==> src/iepc_pkg.sv <==
// constants for the interrupt enable and priority controller
package iepc_pkg;
   localparam int unsigned NUM_SRC = 12;
   localparam int unsigned NUM_PAIR = 6;
   localparam int unsigned NUM_FLAG = 14;
   // register addresses on the special function register port
   localparam logic [7:0] ADDR_EN_A = 8'ha8;
   localparam logic [7:0] ADDR_PRIO_LO = 8'ha9;
   localparam logic [7:0] ADDR_EN_B = 8'hb8;
   localparam logic [7:0] ADDR_PRIO_HI = 8'hb9;
   // reset values
   localparam logic [7:0] RST_EN_A = 8'h00;
   localparam logic [7:0] RST_EN_B = 8'h00;
   localparam logic [5:0] RST_PRIO = 6'h00;
   // bit positions
   localparam int unsigned BIT_GLOBAL_GATE = 7;
   localparam int unsigned BIT_WATCHDOG_KICK = 6;
   localparam int unsigned BIT_WATCHDOG_START = 6;
   localparam int unsigned BIT_RELOAD_EN = 7;
   localparam int unsigned BIT_WATCHDOG_STATUS = 6;
   localparam logic [7:0] MASK_EN_A = 8'hbf;
   localparam logic [7:0] MASK_EN_B = 8'hbf;
   // request flag inputs, index into req_flags
   localparam int unsigned FL_EXT0 = 0;
   localparam int unsigned FL_TMR0 = 1;
   localparam int unsigned FL_EXT1 = 2;
   localparam int unsigned FL_TMR1 = 3;
   localparam int unsigned FL_URX = 4;
   localparam int unsigned FL_UTX = 5;
   localparam int unsigned FL_TMR2 = 6;
   localparam int unsigned FL_RELOAD = 7;
   localparam int unsigned FL_ADC = 8;
   localparam int unsigned FL_EXT2 = 9;
   // vectors: left member base, right member base, stride per pair
   localparam logic [15:0] VEC_LEFT_BASE = 16'h0003;
   localparam logic [15:0] VEC_RIGHT_BASE = 16'h0043;
   localparam int unsigned VEC_STRIDE_SHIFT = 3;
   localparam logic [15:0] VEC_FIRST = 16'h0003;
   localparam logic [15:0] VEC_LAST = 16'h006b;
endpackage

==> src/iepc_res_if.sv <==
// request and result bundle between controller and priority resolver
`timescale 1ns/10ps
interface iepc_res_if;
   import iepc_pkg::*;
   logic [NUM_SRC-1:0] req;
   logic [1:0] pair_lvl [NUM_PAIR];
   logic found;
   logic [3:0] win;
   logic [1:0] win_lvl;
   modport resolver (input req, input pair_lvl, output found, output win, output win_lvl);
   modport ctrl (output req, output pair_lvl, input found, input win, input win_lvl);
endinterface

==> src/iepc_resolver.sv <==
// priority resolver over twelve gated requests: highest pair level first, then fixed polling order
`timescale 1ns/10ps
module iepc_resolver import iepc_pkg::*; (
   input wire logic clk,
   input wire logic arst_n,
   iepc_res_if.resolver rif
);
   logic found;
   logic [3:0] win;
   logic [1:0] win_lvl;
   logic [1:0] max_lvl;
   logic any_req;

   // walk in polling order: pair 0 first, left member before right
   always_comb begin
      found = 1'b0;
      win = 4'h0;
      win_lvl = 2'h0;
      for (int k = 0; k < NUM_SRC; k++) begin
         if (rif.req[k] && (!found || rif.pair_lvl[k/2] > win_lvl)) begin // [RULE11] [RULE12] [RULE13]
            found = 1'b1;
            win = 4'(k);
            win_lvl = rif.pair_lvl[k/2];
         end
      end
   end

   assign rif.found = found;
   assign rif.win = win;
   assign rif.win_lvl = win_lvl;

   // helper only for checking
   always_comb begin
      max_lvl = 2'h0;
      any_req = |rif.req;
      for (int k = 0; k < NUM_SRC; k++) begin
         if (rif.req[k] && rif.pair_lvl[k/2] > max_lvl) begin
            max_lvl = rif.pair_lvl[k/2];
         end
      end
   end

   AST_HIGHEST_LEVEL: assert property (@(posedge clk) disable iff (!arst_n) // [RULE11]
      any_req |-> (found && win_lvl == max_lvl))
      else $error("winner is not from the highest pending level");
   AST_LEFT_FIRST: assert property (@(posedge clk) disable iff (!arst_n) // [RULE13]
      (rif.req[0] && rif.pair_lvl[0] == max_lvl) |-> win == 4'h0)
      else $error("left member of first pair lost a tie");
endmodule

==> src/iepc_ctrl.sv <==
// interrupt enable, priority and nesting control for the core
// Notes on behaviour
// RULE1: global gate zero blocks every interrupt; otherwise each source uses its enable.
// RULE2: enable A bits 0-4 gate line0, timer0, line1, timer1, serial.
// RULE3: enable A bit 5 gates timer2 overflow and reload together.
// RULE4: writing one to enable A bit 6 kicks the watchdog; no interrupt gate.
// RULE5: enable B bits 0-5 gate ADC and lines 2 to 6.
// RULE6: writing one to enable B bit 6 starts or restarts the watchdog.
// RULE7: enable B bit 7 masks only the timer2 reload request.
// RULE8: pair level is high bit n over low bit n, 3 highest.
// RULE9: priority bits 0-5 map pairs line0/ADC through timer2/line6.
// RULE10: only a strictly higher level preempts; level 3 never preempted.
// RULE11: among different levels pending together, the highest level wins.
// RULE12: same-level ties resolved by pair order, line0 pair first.
// RULE13: within a pair the left source wins a tie.
// RULE14: polling order never lets an equal level preempt.
// RULE15: low priority bit 6 shows watchdog status; other top bits reserved.
// RULE16: flags sampled once per machine cycle, polled next; no memory.
// RULE17: vectoring deferred one more instruction after return or register write.
// RULE18: vector call goes to per-source address 0003h through 006bh.
// RULE19: enables and priorities reset to zero.
`timescale 1ns/10ps
module iepc_ctrl import iepc_pkg::*; (
   input wire logic clk,
   input wire logic arst_n,
   input wire logic [7:0] sfr_addr,
   input wire logic sfr_wr,
   input wire logic [7:0] sfr_wdata,
   output logic [7:0] sfr_rdata,
   input wire logic [NUM_FLAG-1:0] req_flags,
   input wire logic mc_strobe,
   input wire logic instr_final,
   input wire logic return_from_irq,
   input wire logic watchdog_status_flag,
   output logic vector_call,
   output logic [15:0] vector_addr,
   output logic [3:0] vector_src,
   output logic [3:0] in_service,
   output logic watchdog_kick,
   output logic watchdog_start
);
   iepc_res_if rif ();

   logic [7:0] irq_enable_reg_a_q;
   logic [7:0] irq_enable_reg_b_q;
   logic [5:0] prio_lo_q;
   logic [5:0] prio_hi_q;
   logic [NUM_FLAG-1:0] samp_q;
   logic [3:0] active_q;
   logic defer_q;
   logic [7:0] rdata_q;
   logic call_q;
   logic [15:0] vec_q;
   logic [3:0] src_q;
   logic kick_q;
   logic start_q;

   // register decode
   wire wr_en_a = sfr_wr && (sfr_addr == ADDR_EN_A);
   wire wr_en_b = sfr_wr && (sfr_addr == ADDR_EN_B);
   wire wr_lo = sfr_wr && (sfr_addr == ADDR_PRIO_LO);
   wire wr_hi = sfr_wr && (sfr_addr == ADDR_PRIO_HI);
   wire wr_any = wr_en_a || wr_en_b || wr_lo || wr_hi;

   wire global_irq_gate = irq_enable_reg_a_q[BIT_GLOBAL_GATE];
   wire reload_irq_enable = irq_enable_reg_b_q[BIT_RELOAD_EN];

   // combined sources from the sampled flags
   wire [NUM_SRC-1:0] src_raw;
   assign src_raw[0] = samp_q[FL_EXT0];
   assign src_raw[2] = samp_q[FL_TMR0];
   assign src_raw[4] = samp_q[FL_EXT1];
   assign src_raw[6] = samp_q[FL_TMR1];
   assign src_raw[8] = samp_q[FL_URX] | samp_q[FL_UTX];
   // reload flag itself keeps counting elsewhere; only its request is masked
   assign src_raw[10] = samp_q[FL_TMR2] | (samp_q[FL_RELOAD] & reload_irq_enable); // [RULE3] [RULE7]

   // per-source enable, left members from enable A, right from enable B
   wire [NUM_SRC-1:0] src_en;
   genvar p;
   generate
      for (p = 0; p < NUM_PAIR; p++) begin : g_pair
         assign src_raw[2*p+1] = samp_q[FL_ADC+p]; // [RULE5]
         assign src_en[2*p] = irq_enable_reg_a_q[p]; // [RULE2] [RULE3]
         assign src_en[2*p+1] = irq_enable_reg_b_q[p]; // [RULE5]
         assign rif.pair_lvl[p] = {prio_hi_q[p], prio_lo_q[p]}; // [RULE8] [RULE9]
      end
   endgenerate

   assign rif.req = global_irq_gate ? (src_raw & src_en) : '0; // [RULE1]

   function automatic logic [2:0] top_active(input logic [3:0] act);
      logic [2:0] r;
      r = 3'h0;
      for (int i = 0; i < 4; i++) begin
         if (act[i]) begin
            r = {1'b1, 2'(i)};
         end
      end
      return r;
   endfunction

   wire [2:0] cur = top_active(active_q);
   wire cur_busy = cur[2];
   wire [1:0] cur_lvl = cur[1:0];

   // strict compare: an equal level never preempts, level 3 never exceeded
   wire lvl_ok = !cur_busy || (rif.win_lvl > cur_lvl); // [RULE10] [RULE14]
   wire block_now = defer_q || wr_any || return_from_irq; // [RULE17]
   wire fire = mc_strobe && instr_final && rif.found && lvl_ok && !block_now; // [RULE16]

   // vector: pairs are 8 bytes apart, right members start at a second base
   wire [15:0] vec_base = rif.win[0] ? VEC_RIGHT_BASE : VEC_LEFT_BASE;
   wire [15:0] vec_ofs = 16'(rif.win[3:1]) << VEC_STRIDE_SHIFT;
   wire [15:0] vec_d = vec_base + vec_ofs; // [RULE18]

   wire [3:0] top_onehot = cur_busy ? (4'h1 << cur_lvl) : 4'h0;
   wire [3:0] act_d = fire ? (active_q | (4'h1 << rif.win_lvl))
                      : (return_from_irq ? (active_q & ~top_onehot) : active_q);

   // read mux; watchdog control bits do not hold and read as zero
   wire [7:0] rdata_d = (sfr_addr == ADDR_EN_A) ? irq_enable_reg_a_q
                      : (sfr_addr == ADDR_EN_B) ? irq_enable_reg_b_q
                      : (sfr_addr == ADDR_PRIO_LO) ? {1'b0, watchdog_status_flag, prio_lo_q} // [RULE15]
                      : (sfr_addr == ADDR_PRIO_HI) ? {2'b00, prio_hi_q} // [RULE15]
                      : 8'h00;

   iepc_resolver u_res (
      .clk(clk),
      .arst_n(arst_n),
      .rif(rif)
   );

   always_ff @(posedge clk or negedge arst_n) begin
      if (!arst_n) begin
         irq_enable_reg_a_q <= RST_EN_A; // [RULE19]
         irq_enable_reg_b_q <= RST_EN_B; // [RULE19]
         prio_lo_q <= RST_PRIO; // [RULE19]
         prio_hi_q <= RST_PRIO; // [RULE19]
      end else begin
         if (wr_en_a) begin
            irq_enable_reg_a_q <= sfr_wdata & MASK_EN_A;
         end
         if (wr_en_b) begin
            irq_enable_reg_b_q <= sfr_wdata & MASK_EN_B;
         end
         if (wr_lo) begin
            prio_lo_q <= sfr_wdata[5:0];
         end
         if (wr_hi) begin
            prio_hi_q <= sfr_wdata[5:0];
         end
      end
   end

   // samples are fresh each machine cycle, nothing latched across polls
   always_ff @(posedge clk or negedge arst_n) begin
      if (!arst_n) begin
         samp_q <= '0;
      end else if (mc_strobe) begin
         samp_q <= req_flags; // [RULE16]
      end
   end

   // defer holds until the current instruction has finished
   always_ff @(posedge clk or negedge arst_n) begin
      if (!arst_n) begin
         defer_q <= 1'b0;
      end else if (wr_any || return_from_irq) begin
         defer_q <= 1'b1; // [RULE17]
      end else if (mc_strobe && instr_final) begin
         defer_q <= 1'b0;
      end
   end

   always_ff @(posedge clk or negedge arst_n) begin
      if (!arst_n) begin
         active_q <= 4'h0;
         call_q <= 1'b0;
         vec_q <= 16'h0000;
         src_q <= 4'h0;
      end else begin
         active_q <= act_d; // [RULE10]
         call_q <= fire;
         if (fire) begin
            vec_q <= vec_d; // [RULE18]
            src_q <= rif.win;
         end
      end
   end

   always_ff @(posedge clk or negedge arst_n) begin
      if (!arst_n) begin
         rdata_q <= 8'h00;
         kick_q <= 1'b0;
         start_q <= 1'b0;
      end else begin
         rdata_q <= rdata_d;
         kick_q <= wr_en_a && sfr_wdata[BIT_WATCHDOG_KICK]; // [RULE4]
         start_q <= wr_en_b && sfr_wdata[BIT_WATCHDOG_START]; // [RULE6]
      end
   end

   assign sfr_rdata = rdata_q;
   assign vector_call = call_q;
   assign vector_addr = vec_q;
   assign vector_src = src_q;
   assign in_service = active_q;
   assign watchdog_kick = kick_q;
   assign watchdog_start = start_q;

   AST_GATE_OFF: assert property (@(posedge clk) disable iff (!arst_n) // [RULE1]
      call_q |-> $past(global_irq_gate))
      else $error("call issued with global gate off");
   AST_WATCHDOG_KICK: assert property (@(posedge clk) disable iff (!arst_n) // [RULE4]
      (wr_en_a && sfr_wdata[BIT_WATCHDOG_KICK]) |=> kick_q)
      else $error("watchdog kick missing");
   AST_WATCHDOG_START: assert property (@(posedge clk) disable iff (!arst_n) // [RULE6]
      start_q |-> $past(wr_en_b && sfr_wdata[BIT_WATCHDOG_START]))
      else $error("watchdog start without write");
   AST_NO_PREEMPT: assert property (@(posedge clk) disable iff (!arst_n) // [RULE10]
      call_q |-> ($past(!cur_busy) || $past(rif.win_lvl) > $past(cur_lvl)))
      else $error("call did not exceed level in service");
   AST_TOP_LEVEL: assert property (@(posedge clk) disable iff (!arst_n) // [RULE10]
      $past(active_q[3]) && !$past(return_from_irq) |-> !call_q)
      else $error("level 3 routine preempted");
   AST_DEFER: assert property (@(posedge clk) disable iff (!arst_n) // [RULE17]
      (return_from_irq || wr_any) |=> !call_q ##1 (!call_q || $past(mc_strobe && instr_final, 2)))
      else $error("call not deferred");
   AST_STATUS_READ: assert property (@(posedge clk) disable iff (!arst_n) // [RULE15]
      (sfr_addr == ADDR_PRIO_LO) |=> sfr_rdata[BIT_WATCHDOG_STATUS] == $past(watchdog_status_flag))
      else $error("watchdog status not shown");
   AST_VEC_RANGE: assert property (@(posedge clk) disable iff (!arst_n) // [RULE18]
      call_q |-> (vec_q >= VEC_FIRST && vec_q <= VEC_LAST && vec_q[2:0] == 3'h3))
      else $error("vector out of range");
   AST_POLL_PHASE: assert property (@(posedge clk) disable iff (!arst_n) // [RULE16]
      call_q |-> $past(mc_strobe && instr_final))
      else $error("call outside final poll");
   AST_RELOAD_MASK: assert property (@(posedge clk) disable iff (!arst_n) // [RULE7]
      (!reload_irq_enable && !samp_q[FL_TMR2]) |-> !rif.req[10])
      else $error("reload request not masked");

   COV_CALL: cover property (@(posedge clk) disable iff (!arst_n) call_q);
   COV_NEST: cover property (@(posedge clk) disable iff (!arst_n) call_q && cur_busy);
   COV_RETURN: cover property (@(posedge clk) disable iff (!arst_n) return_from_irq && cur_busy);
   COV_TOP_LEVEL: cover property (@(posedge clk) disable iff (!arst_n) active_q[3]);
   COV_DEFER_BLOCK: cover property (@(posedge clk) disable iff (!arst_n)
      defer_q && mc_strobe && instr_final && rif.found);

   // register side
   AST_RESET_ZERO: assert property (@(posedge clk) disable iff (!arst_n) // [RULE19]
      !$past(arst_n) |-> (irq_enable_reg_a_q == RST_EN_A && irq_enable_reg_b_q == RST_EN_B
         && prio_lo_q == RST_PRIO && prio_hi_q == RST_PRIO))
      else $error("registers not cleared by reset");
   AST_EN_A_WRITE: assert property (@(posedge clk) disable iff (!arst_n) // [RULE2]
      wr_en_a |=> irq_enable_reg_a_q == ($past(sfr_wdata) & MASK_EN_A))
      else $error("enable A write not stored");
   AST_EN_B_WRITE: assert property (@(posedge clk) disable iff (!arst_n) // [RULE5]
      wr_en_b |=> irq_enable_reg_b_q == ($past(sfr_wdata) & MASK_EN_B))
      else $error("enable B write not stored");
   AST_KICK_NOT_HELD: assert property (@(posedge clk) disable iff (!arst_n) // [RULE4] [RULE6]
      !irq_enable_reg_a_q[BIT_WATCHDOG_KICK] && !irq_enable_reg_b_q[BIT_WATCHDOG_START])
      else $error("watchdog control bit held");
   AST_KICK_PULSE: assert property (@(posedge clk) disable iff (!arst_n) // [RULE4]
      kick_q |-> $past(wr_en_a && sfr_wdata[BIT_WATCHDOG_KICK]))
      else $error("watchdog kick without write");
   AST_HI_RESERVED: assert property (@(posedge clk) disable iff (!arst_n) // [RULE15]
      (sfr_addr == ADDR_PRIO_HI) |=> sfr_rdata[7:6] == 2'b00)
      else $error("reserved priority bits not zero");

   // request side
   AST_GATE_BLOCKS_ALL: assert property (@(posedge clk) disable iff (!arst_n) // [RULE1]
      !global_irq_gate |-> !rif.found)
      else $error("request passed with global gate off");
   AST_RIGHT_MAP: assert property (@(posedge clk) disable iff (!arst_n) // [RULE5]
      rif.req[1] |-> (samp_q[FL_ADC] && irq_enable_reg_b_q[0]))
      else $error("converter request without its enable");
   AST_TIMER2_MAP: assert property (@(posedge clk) disable iff (!arst_n) // [RULE3]
      rif.req[10] |-> (irq_enable_reg_a_q[5] && (samp_q[FL_TMR2] || samp_q[FL_RELOAD])))
      else $error("timer2 request without its enable");
   AST_RELOAD_PASSES: assert property (@(posedge clk) disable iff (!arst_n) // [RULE7]
      (global_irq_gate && irq_enable_reg_a_q[5] && reload_irq_enable && samp_q[FL_RELOAD])
      |-> rif.req[10])
      else $error("enabled reload request lost");
   AST_SAMPLE_FRESH: assert property (@(posedge clk) disable iff (!arst_n) // [RULE16]
      mc_strobe |=> samp_q == $past(req_flags))
      else $error("flags not resampled");

   // nesting side
   AST_LEVEL_RECORDED: assert property (@(posedge clk) disable iff (!arst_n) // [RULE8]
      fire |=> active_q[$past(rif.win_lvl)])
      else $error("level of new routine not recorded");
   AST_EQUAL_WAITS: assert property (@(posedge clk) disable iff (!arst_n) // [RULE14]
      (cur_busy && rif.win_lvl <= cur_lvl) |-> !fire)
      else $error("equal or lower level preempted");
   AST_RETURN_POPS: assert property (@(posedge clk) disable iff (!arst_n) // [RULE10]
      (return_from_irq && cur_busy) |=> !active_q[$past(cur_lvl)])
      else $error("return did not end top routine");
   AST_SRC_RANGE: assert property (@(posedge clk) disable iff (!arst_n) // [RULE18]
      call_q |-> src_q < 4'(NUM_SRC))
      else $error("source index out of range");
endmodule

==> config.mk <==
export PLATFORM = sky130hd
export DESIGN_NAME = iepc_ctrl
export DESIGN_NICKNAME = d
export VERILOG_FILES = /design/src/iepc_pkg.sv /design/src/iepc_res_if.sv /design/src/iepc_resolver.sv /design/src/iepc_ctrl.sv
export SDC_FILE = /design/constraint.sdc
export NUM_CORES = 1
export LEC_CHECK = 0
export ABC_CLOCK_PERIOD_IN_PS = 18050
export BUFFER_PORTS_ARGS = -buffer_cell sky130_fd_sc_hd__buf_2
export CAP_MARGIN = 20
export CELL_PAD_IN_SITES_DETAIL_PLACEMENT = 0
export CELL_PAD_IN_SITES_GLOBAL_PLACEMENT = 1
export CORE_ASPECT_RATIO = 1.4
export CORE_MARGIN = 3
export CORE_UTILIZATION = 43
export CTS_CLUSTER_DIAMETER = 120
export DETAILED_ROUTE_END_ITERATION = 10
export MAX_ROUTING_LAYER = met4
export PLACE_DENSITY = 0.77
export SLEW_MARGIN = 25
export SYNTH_ARGS = -nofsm -noshare
export SYNTH_HDL_FRONTEND = slang
export SYNTH_SLANG_ARGS = --single-unit
==> constraint.sdc <==
create_clock -name clk -period 18.05 [get_ports clk]
set_input_delay 1.805 -clock clk [delete_from_list [all_inputs] [get_ports clk]]
set_output_delay 1.805 -clock clk [all_outputs]
set_load 0.01 [all_outputs]
* After elaboration in Yosys (flattened, before gate mapping)
Index checks and enable logic that the tools add are counted.
** Storage, ports and cells
- Register bits after elaboration :: 76
- Latch bits :: 0
- Bits in writable memories :: 0
- Memory bits (read-only) :: 0
- Bits of input ports :: 37
- Output and inout port bits :: 35
- Logic and storage cells :: 143
- Memories kept :: 0
** Cells by class
- $add $sub $neg :: 1
- Multiply operators :: 0
- Div/mod/pow operators :: 0
- Order comparisons :: 12
- Eq/ne operators :: 4
- Shift operators :: 2
- Muxes and demuxes :: 50
- Bitwise operators :: 7
- Reductions and logical operators :: 54
** Operators with widths (count)
- $eq A8 B8 Y1 const B :: 4
- $mux W2 :: 14
- $mux W4 :: 7
- $gt A2 B2 Y1 :: 12
- $mux W3 :: 8
- $logic_and A1 B1 Y1 :: 21
- $logic_or A1 B1 Y1 :: 18
- $mux W8 :: 2
- $mux W1 :: 15
- $mux W7 :: 2
- $logic_not A1 Y1 :: 13
- $and A12 B12 Y12 :: 1
- $mux W12 :: 1
- $add A7 B6 Y8 :: 1
- $shl A1 B2 Y4 const A :: 2
- $mux W6 :: 1
- $and A4 B4 Y4 :: 1
- $not A4 Y4 :: 1
- $or A4 B4 Y4 :: 1
- $reduce_bool A2 Y1 :: 2
- $or A1 B1 Y1 :: 2
- $and A1 B1 Y1 :: 1

* Depth between registers and ports, before layout
Gate-level depths: netlist of the first run.
- Word-level depth :: 54
- Gate-level depth with buffers :: 73
- Depth with buffers taken out :: 72

* Hierarchy
A second synthesis of the first run with hierarchy kept.
** Unflattened totals
- Cell total of the unflattened synthesis :: 364
- Area, all modules :: 3756.1 µm²
** By module, submodules not included
- iepc_ctrl :: instances 1, cells an instance 217, area each 2780.2 µm², sequential area each 1526.5 µm²
- iepc_resolver :: instances 1, cells an instance 147, area each 975.9 µm², sequential area each 0.0 µm²

* Least setup slack after synthesis of the first run
OpenSTA, ideal clock, no wires.
- Path type :: flip-flop to flip-flop
- Start :: register irq_enable_reg_a_q[0]
- End :: register vec_q[5] (netlist: vector_addr[5])
- Library setup time :: 0.125 ns
- Arrival time :: 12.784 ns
- Path slack :: 5.141 ns
- Cell stages (with the launch flop) :: 64
- Path buffers :: 1
- Clock period less this slack :: 12.909 ns
- Path through :: dfrtp_1 > a22o_1 > and3_1 > ha_1 > o31ai_4 > nand3_1 > o2bb2ai_1 > ha_1 > o311ai_0 > nor4b_1 > mux2_1 > ha_1 > nor2_1 > nand2_1 > o21ai_0 > nor2_1 > nand2_1 > o21ai_0 > [28 not listed] > ha_1 > nand2_1 > o21ai_0 > a21oi_1 > mux2_2 > ha_1 > a21oi_1 > o2bb2ai_1 > nor2_1 > nand2b_1 > o31a_1 > ha_1 > a21oi_1 > a21oi_1 > nor3_1 > o311a_1 > clkbuf_1 > mux2_2
** On the way
- Cells in the longest elaborated chain, start to end :: 51
- Elaborated cells between the ends (all ways) :: 86
- Those cells by class :: add/sub: 1; order compare: 12; mux: 35; bitwise: 1; reduce/logical: 37
** Ends and longest elaborated chain
- start, declared :: RTL line iepc_ctrl.sv:44 : logic [7:0] irq_enable_reg_a_q;
- start signal, assigned :: RTL line iepc_ctrl.sv:142 : irq_enable_reg_a_q <= sfr_wdata & MASK_EN_A;
- $and A12 B12 Y12 * :: RTL line iepc_ctrl.sv:90 : assign rif.req = global_irq_gate ? (src_raw & src_en) : '0;
- $mux W12 * :: RTL line iepc_ctrl.sv:90
- $mux W2 or $mux W1 (tied branches) :: RTL line iepc_resolver.sv:20 : if (rif.req[k] && (!found || rif.pair_lvl[k/2] > win_lvl)) begin
- $gt A2 B2 Y1 or $logic_not A1 Y1 (tied branches) :: RTL line iepc_resolver.sv:20
- $logic_or A1 B1 Y1 :: RTL line iepc_resolver.sv:20
- $logic_and A1 B1 Y1 :: RTL line iepc_resolver.sv:20
- $mux W2 or $mux W1 (tied branches) :: RTL line iepc_resolver.sv:20
- $gt A2 B2 Y1 or $logic_not A1 Y1 (tied branches) :: RTL line iepc_resolver.sv:20
- [35 not listed]
- $gt A2 B2 Y1 or $logic_not A1 Y1 (tied branches) :: RTL line iepc_resolver.sv:20
- $logic_or A1 B1 Y1 :: RTL line iepc_resolver.sv:20
- $logic_and A1 B1 Y1 :: RTL line iepc_resolver.sv:20
- $mux W2 :: RTL line iepc_resolver.sv:20
- $gt A2 B2 Y1 :: RTL line iepc_ctrl.sv:108 : wire lvl_ok = !cur_busy || (rif.win_lvl > cur_lvl);
- $logic_or A1 B1 Y1 :: RTL line iepc_ctrl.sv:108
- $logic_and A1 B1 Y1 * (2 in series) :: RTL line iepc_ctrl.sv:110 : wire fire = mc_strobe && instr_final && rif.found && lvl_ok && !block_now;
- named net fire :: RTL line iepc_ctrl.sv:110
- end signal, assigned :: RTL line iepc_ctrl.sv:186 : vec_q <= vec_d;
- end, declared :: RTL line iepc_ctrl.sv:53 : logic [15:0] vec_q;
Mark *: on every way through the listed nets, which the timed path passes. The rest lies on a longest branch.
A chain may end at the register's enable or synchronous reset.

* Worst setup path after layout of the first run
- Start :: register irq_enable_reg_a_q[7]
- End :: register vec_q[5] (netlist: vector_addr[5])
** On the way
- Cells in the longest elaborated chain, start to end :: 50
- Elaborated cells between the ends (all ways) :: 85
- Those cells by class :: add/sub: 1; order compare: 12; mux: 35; reduce/logical: 37
** Ends and longest elaborated chain (RTL line)
- $mux W12 * :: iepc_ctrl.sv:90
- branches (longest 49 deep; another with $gt A2 B2 Y1)
Mark *: on every way between the ends.

==> results of run 1 <==
-- final cells by class --
type	instances	area, um2
inverters	13	48.80
repair buffers	64	327.8
well taps	102	127.6
fillers	775	3913
flip-flops and latches	61	1526
multi-input cells	263	1979
clock buffers	9	225.2
clock inverters	7	98.84
-- synth_stat cells (2+ instances only) --
| cell | count |
|---|---|
| a21oi_1 | 16 |
| a31o_1 | 2 |
| o32ai_1 | 2 |
| nand3_1 | 12 |
| o2bb2ai_1 | 2 |
| a21o_1 | 4 |
| a22oi_1 | 5 |
| o21a_1 | 4 |
| nand2_1 | 28 |
| nor2b_1 | 3 |
| o31ai_1 | 2 |
| a22o_1 | 3 |
| o21ai_0 | 12 |
| a31oi_1 | 3 |
| inv_1 | 13 |
| o22ai_1 | 2 |
| nand4_1 | 2 |
| and3_1 | 6 |
| nand2b_1 | 6 |
| mux2_2 | 43 |
| nor3_1 | 6 |
| dfrtp_1 | 61 |
| mux2i_1 | 2 |
| and2_1 | 9 |
| buf_4 | 15 |
| o21ai_1 | 4 |
| nand4b_1 | 2 |
| mux4_2 | 5 |
| or2_2 | 2 |
| ha_1 | 14 |
| nor2_1 | 25 |
| o211ai_1 | 2 |
| clkbuf_1 | 6 |
-- layout by cell type (no fill, tap or decap), types with 9 or more instances in the layout --
cell type  count
a21oi_1       16
and2_1         9
buf_2         61
clkbuf_16      9
conb_1        10
dfrtp_1       61
ha_1          14
inv_1         13
mux2_2        43
nand2_1       28
nand3_1       12
nor2_1        25
o21ai_0       12
-- cell families after synthesis --
| family | count (synthesis) |
|---|---|
| and+or+nand+nor | 107 |
| AOI/OAI and AO/OA | 78 |
| DFF | 61 |
| muxes | 53 |
| buffers and inverters | 36 |
| adders and majority gates | 15 |
| other | 1 |
-- stage by stage --
stage / hold slack (ps) / cells / worst slack, ps / power, mW
6_report: 495.3 / 519 / 3453 / 0.3897
5_1_grt: 519.3 / 519 / 2155 / 0.4068
4_1_cts: 502.5 / 519 / 3588 / 0.3933
3_5_place_dp: 491.2 / 503 / 3623 / 0.2053
3_3_place_gp: 472.7 / 503 / 3953 / 0.2038
2_1_floorplan: 445.8 / 360 / 5141 / 0.1892
-- worst max-delay path, delay by kind of cell, from the launching register on --
| kind | cells | cell delay [ps] |
|---|---|---|
| AND/OR/NAND/NOR | 18 | 2700 |
| AO/OA/AOI/OAI | 29 | 5950 |
| adder cells (fa/ha/maj) | 11 | 3170 |
| multiplexers | 5 | 1790 |
| flip-flops | 1 | 850 |
-- sequential cells by signal (all words and copies together) (netlist names), 2 cells and up --
signal and cells:
irq_enable_reg_b_q 7, sfr_rdata 8, prio_lo_q 6, samp_q 14, vector_src 3, prio_hi_q 6
vector_addr 2, irq_enable_reg_a_q 7, in_service 4
-- power by group through the flow --
stage               clock, mW  sequential (mW)  combinational (mW)
global route            0.197            0.155              0.0550
finish                  0.187            0.154              0.0492
detailed placement          0            0.156              0.0493
global placement            0            0.156              0.0481
floorplan                   0            0.154              0.0356
CTS                     0.190            0.154              0.0497
-- how the worst max path moves through the flow --
stage                               start             end  slack, ps
floorplan           irq_enable_reg_a_q[0]  vector_addr[5]       5140
global placement    irq_enable_reg_a_q[7]   vector_src[2]       3950
detailed placement  irq_enable_reg_a_q[7]   vector_src[2]       3620
CTS                 irq_enable_reg_a_q[7]  vector_addr[5]       3590
global route        irq_enable_reg_a_q[7]   vector_src[2]       2150
finish              irq_enable_reg_a_q[7]  vector_addr[5]       3450
-- per-layer routing --
| metal | global-route usage | routed length, um | part of all wire |
|---|---|---|---|
| met1 | 0.2405 | 3872 | 0.42 |
| met2 | 0.3440 | 4822 | 0.52 |
| met3 | 0.03656 | 354 | 0.038 |
| met4 | 0.08369 | 208 | 0.022 |
| met5 | - | 0 | 0 |
==> results by group, run 1 <==
Outcome
  • Status: finished, final reports clean

Power and ir drop
  • Combinational Power Share: 0.126
  • Share of power burned in registers: 0.394
  • Power Density: 89.90 nW/um2
  • Static Leak: between 2 and 2.5 nW
  • Internal Power: roughly 290 uW
  • Clk pwr share: 0.479
  • Worst vdd ir: ~0.078 mV
  • NetSw: about 100 uW
  • Sw Ratio: 0.2582

Setup path
  • Reg2reg start: irq_enable_reg_a_q[7]
  • Worst setup SP type: flop
  • Worst Path Class, Setup: flop to flop
  • Slowest-stage cell, CP: dfrtp_1
  • RR Endpoint: vector_addr[5]
  • Worst-case reg-to-reg path depth: 63
  • CP endpoint kind: flop
  • Crit-path max FO: 22
  • CP max stage delay: 850 ps
  • Most used cell, CP: ha_1
  • Worst EP required: 18270 ps
  • CP arrival: around 15000 ps
  • Reg2Reg Setup Slack: about 3500 ps

Finish
  • Layout cells sized above 1: 0.3285
  • Final core utilization: 0.5256
  • Area grow syn2layout: 18.27%
  • Ant. Diodes: 0
  • Nets@finish: 463
  • Design area: 4334 um2

STA
  • Final Max Slew Viols: 0
  • Tmin final: 14600 ps
  • Sum of negative setup slack: 0 ps
  • Slew headroom: 0.4611
  • Tcrit/Tclk final: 0.8087
  • Skew final: roughly 7.5 ps
  • Worst-Margin Slew: around 810 ps
  • Unrepaired setup endpoints after global routing: no
  • Finish-stage setup viols: 0
  • Fmax: around 70 MHz
  • Final hold vios: 0

CTS
  • Inserted Clock Buffers: 9
  • CTS tree: built
  • Clk sinks: 61
  • Setup Fix Bufs, Post-CTS: 0
  • Post-cts repair resize count: 0
  • Bufs on Longest Clock Path: 2
  • H-tree Lvls: 3
  • CTS Hold Bufs: 0
  • Clock-pin slew on the worst setup and hold paths: roughly 60 ps
  • Clock Tree Root: clkbuf_16
  • Worst-Skew Late Latency: around 330 ps

Synth
  • Top-area cell type share of the netlist area: 0.4165
  • Mux share of post-synthesis cell area: 0.1827
  • Async SR Flop Fraction: 1.000
  • Largest family of logic cells by synthesized area: multiplexers
  • EDFF count, synth: 0
  • Area leader, netlist: dfrtp_1
  • Synth top area cells: dfrtp_1 (42%), mux2_2 (13%), ha_1 (4.8%)
  • Dominant synthesized flop cell: dfrtp_1
  • Compound-Gate Fraction of Synth Area: 0.1512
  • Post-synthesis xor/xnor area fraction: 0
  • Area share of fa/ha/maj cells after synthesis: 0.05053
  • Synth cell types: around 60
  • Simple-Gate Fraction of Synth Area: 0.1454
  • Avg Inst Size Synth: about 10 um2
  • Syn. warnings: 0
  • Sequential share of the synthesized area: 0.4165
  • Mapped cell area: about 3700 um2
  • Post-Synthesis Cells: 351
  • Yosys reg bits: 61

Floorplanning
  • Die footprint: ~9700 um2
  • Core ar.: 8247 um2
  • Die X: around 84 um
  • FP Rows: 39
  • Ports: 72
  • Die height: between 100 and 150 um
  • Initial core utilization: 0.4444

Global routing
  • Largest net degree at the start of global routing: 62
  • Vias in the first global route: between 2000 and 3000
  • Global router's overall resource usage: 0.2040
  • Total grt overflow: 0
  • Initial antenna violation count: 0
  • First-pass GRT wire length: 14840 um

Detailed routing
  • Routed via count: about 3000
  • Antenna-violating nets left: 0
  • Via density per instance: approximately 5.7
  • Drt total wl: between 9000 and 10000 um
  • # DRC: 0
  • WL/cell: roughly 18 um
  • 1st-iter DRT viols: between 150 and 200
  • Pre-antenna DRT Iters: 4

Hold path
  • Hold crit path type: flop to flop
  • Hold depth: 2
  • Endpoint, Worst Hold: defer_q
  • Hold path start: defer_q

Place
  • DP Area: 4010 um2
  • IO Port Bufs: 61
  • Post-detail-place hpwl: about 6800 um
  • Gpl congestion: 0.8664

Run
  • Max Cap Viol: 0
(Power assumes the default switching activity.)
==> run 2: changes to the inputs <==
--- a/config.mk
+++ b/config.mk
@@ -5,18 +5,19 @@
 export SDC_FILE = /design/constraint.sdc
 export NUM_CORES = 1
 export LEC_CHECK = 0
-export ABC_CLOCK_PERIOD_IN_PS = 18050
+export ABC_AREA = 1
+export ABC_CLOCK_PERIOD_IN_PS = 12100
 export BUFFER_PORTS_ARGS = -buffer_cell sky130_fd_sc_hd__buf_2
 export CAP_MARGIN = 20
 export CELL_PAD_IN_SITES_DETAIL_PLACEMENT = 0
 export CELL_PAD_IN_SITES_GLOBAL_PLACEMENT = 1
 export CORE_ASPECT_RATIO = 1.4
 export CORE_MARGIN = 3
-export CORE_UTILIZATION = 43
+export CORE_UTILIZATION = 37
 export CTS_CLUSTER_DIAMETER = 120
 export DETAILED_ROUTE_END_ITERATION = 10
 export MAX_ROUTING_LAYER = met4
-export PLACE_DENSITY = 0.77
+export PLACE_DENSITY = 0.74
 export SLEW_MARGIN = 25
 export SYNTH_ARGS = -nofsm -noshare
 export SYNTH_HDL_FRONTEND = slang
==> constraint.sdc (replaced) <==
create_clock -name clk -period 12.1 [get_ports clk]
set_input_delay 1.21 -clock clk [delete_from_list [all_inputs] [get_ports clk]]
set_output_delay 1.21 -clock clk [all_outputs]
set_load 0.01 [all_outputs]
==> run 2 against run 1 <==
Effect of this change: global-route usage down 3.2 points; utilization down 6.8 points; combinational power rose to 3.0 times the previous value; sequential power up 51%; clock power up 34%; setup slack worse by 2300 ps.
==> results by group, run 2 <==
Outcome
  • Status: finished, final reports clean

Place
  • Pre-CTS worst setup slack: 146.8 ps (-3476 ps)
  • IO Port Bufs: 61 (unchanged)
  • Gpl congestion: 0.7799 (-10%)
  • DP Area: 4070 um2 (+1.5%)
  • Post-detail-place hpwl: 6940 um (+2.8%)

Global routing
  • Global router's overall resource usage: 0.1724 (-0.03157)
  • Met1 Use GR: 0.2063 (-0.03418)
  • Grt met3 use: 0.03208 (-0.004477)
  • GR Util met2: 0.3002 (-0.04387)
  • Vias in the first global route: 3070 (+3.1%)
  • Total grt overflow: 0 (unchanged)
  • First-pass GRT wire length: 15040 um (+1.3%)
  • Initial antenna violation count: 0 (unchanged)
  • Global routing's busiest layer: met2
  • Largest net degree at the start of global routing: 62 (unchanged)

Synth
  • Syn. warnings: 0 (unchanged)
  • Mapped cell area: 3694 um2 (+0.79%)
  • Most frequent cells after synthesis: nand2_1 (129), inv_1 (64), dfrtp_1 (61)
  • Sequential share of the synthesized area: 0.4133 (-0.003245)
  • Area leader, netlist: dfrtp_1
  • Avg Inst Size Synth: 7.809 um2 (-25%)
  • Synth top area cells: dfrtp_1 (41%), nand2_1 (13%), inv_1 (6.5%)
  • Yosys reg bits: 61 (unchanged)
  • EDFF count, synth: 0 (unchanged)
  • Dominant synthesized flop cell: dfrtp_1
  • Async SR Flop Fraction: 1.000 (unchanged)
  • Post-Synthesis Cells: 473 (+35%)
  • Top-area cell type share of the netlist area: 0.4133 (-0.003245)
  • Synth cell types: 32 (-48%)
  • Most common cell in the netlist: nand2_1

CTS
  • H-tree Lvls: 3 (unchanged)
  • Inserted Clock Buffers: 9 (unchanged)
  • Worst-Skew Late Latency: 320 ps (about the same)
  • Clock-pin slew on the worst setup and hold paths: 50 ps (about the same)
  • Setup Fix Bufs, Post-CTS: 0 (unchanged)
  • Clk sinks: 61 (unchanged)
  • Post-cts repair resize count: 0 (unchanged)
  • CTS Hold Bufs: 0 (unchanged)
  • Bufs on Longest Clock Path: 2 (unchanged)
  • CTS tree: built
  • Clock Tree Root: clkbuf_16

Finish
  • Commonest non-fill, non-tap cell in the layout: nand2_1
  • Most frequent cells in the layout: nand2_1 (126), inv_1 (63), buf_2 (61)
  • Design area: 4402 um2 (+1.6%)
  • Ant. Diodes: 0 (unchanged)
  • Max reg flops: 14 (unchanged)
  • Nets@finish: 587 (+27%)
  • Most flops, register: samp_q
  • Layout cells sized above 1: 0.2569 (-0.07161)
  • Area grow syn2layout: 19.17%

Detailed routing
  • Drt total wl: 8892 um (-4.0%)
  • Via density per instance: 4.614 (-20%)
  • Antenna-violating nets left: 0 (unchanged)
  • WL/cell: 13.21 um (-26%)
  • Routed via count: 3105 (+4.2%)
  • Pre-antenna DRT Iters: 4 (unchanged)
  • # DRC: 0 (unchanged)
  • 1st-iter DRT viols: 138 (-20%)

STA
  • Tcrit/Tclk final: 0.9071 (+0.09840)
  • Tmin final: 10980 ps (-3621 ps)
  • Skew final: 5.899 ps (-1.636 ps)
  • Fmax: 91.11 MHz (+33%)
  • Worst Slack Setup Final: 1124 ps (-2329 ps)
  • Sum of negative setup slack: 0 ps (unchanged)
  • Unrepaired setup endpoints after global routing: no
  • Finish-stage setup viols: 0 (unchanged)
  • Worst-Margin Slew: 846.1 ps (+37.77 ps)
  • Final hold vios: 0 (unchanged)
  • Slew headroom: 0.4338 (-0.02726)
  • Final Max Slew Viols: 0 (unchanged)

Power and ir drop
  • Power Density: 143.2 nW/um2 (+59%)
  • Tot Pwr: 630.3 uW (+62%)
  • Static Leak: 2.421 nW (+14%)
  • Worst vdd ir: 0.08384 mV (+7.3%)

Floorplanning
  • Initial core utilization: 0.3841 (-0.06032)
  • Die footprint: 11230 um2 (+16%)
  • FP Rows: 42 (+7.7%)
  • Core ar.: 9617 um2 (+17%)
  • Ports: 72 (unchanged)
  • Die X: 90.44 um (+7.6%)
  • Die height: 124.2 um (+7.8%)

Setup path
  • CP max stage delay: 450 ps (-400 ps)
  • Slowest-stage cell, CP: dfrtp_2
  • Worst EP required: 12300 ps (-5970 ps)
  • Worst setup SP type: flop
  • CP arrival: 11180 ps (-3630 ps)
  • Worst Path Class, Setup: flop to flop
  • Crit-path max FO: 7 (-68%)
  • Most used cell, CP: nor2_1
  • CP endpoint kind: flop

Hold path
  • Hold crit path type: flop to flop

Run
  • Max Cap Viol: 0 (unchanged)
run 2: changes by cell type after synthesis, moves of 9 or more:
cell / previous run / this run
a21oi_1: 16 / 6
nand3_1: 12 / 23
nand2_4: 0 / 12
o21ai_0: 12 / 40
nor2_1: 25 / 37
nand2_2: 0 / 15
inv_1: 13 / 64
mux2_2: 43 / 10
and2_1: 9 / 0
nand2_1: 28 / 129
run 2: power by group:
part	internal (mW)	switching, mW	total (mW)
clock network	0.160	0.0898	0.250
registers	0.221	0.0117	0.233
logic	0.0545	0.0929	0.147
total	0.436	0.194	0.630
run 2: cells by family after synthesis:
kind of cell,after synthesis,synth area share
AO/OA/AOI/OAI,64,0.09892
adder cells (fa/ha/maj),14,0.04743
flip-flops,61,0.4133
multiplexers,10,0.03049
buffers and inverters,91,0.1098
other,1,0.001015
AND/OR/NAND/NOR,232,0.2991
run 2: area by class of cell:
cell class	instances	area, um2
tap	132	165.2
clock inverter	3	17.52
inverter	70	266.5
multi-input combinational	330	1817
timing repair buffer	63	320.3
sequential	61	1528
clock buffer	13	280.3
timing repair inverter	1	7.507
fill	994	5215
run 2: path summary, 6_finish.rpt:
path,startpoint,endpoint,slack (ps),cells after the start
setup / recovery,irq_enable_reg_a_q[7],vector_addr[1],1120,84
hold / removal,vector_addr[1],vector_addr[1],490,1
setup reg to reg,irq_enable_reg_a_q[7],vector_addr[1],1120,84
hold reg to reg,vector_addr[1],vector_addr[1],490,1
max in group asynchronous,arst_n,irq_enable_reg_a_q[7],10510,2
min in group asynchronous,arst_n,in_service[3],1030,2
run 2: metal layers:
layer / vias to the layer above / wire length (um) / share of wire
met3: 5 / 281 / 0.032
met1: 1437 / 3882 / 0.44
met4: 0 / 72 / 0.0081
met2: 60 / 4656 / 0.52
li1: 1603 / - / -
met5: - / 0 / 0
run 2: per-stage QoR:
step,std cells,hold WS (ps),utilization
global route,673,521.0,0.4577
global placement,656,465.1,0.4232
CTS,672,491.2,0.4542
floorplan,482,464.1,-
finish,673,489.5,0.4577
detailed placement,656,479.3,0.4232
run 2: critical path, delay by kind of cell, from the launching register on:
family | cells | cell delay (ps)
buf+inv | 8 | 610
compound gates | 14 | 2240
fa+ha+maj | 11 | 2850
flops | 1 | 450
simple gates | 51 | 4650
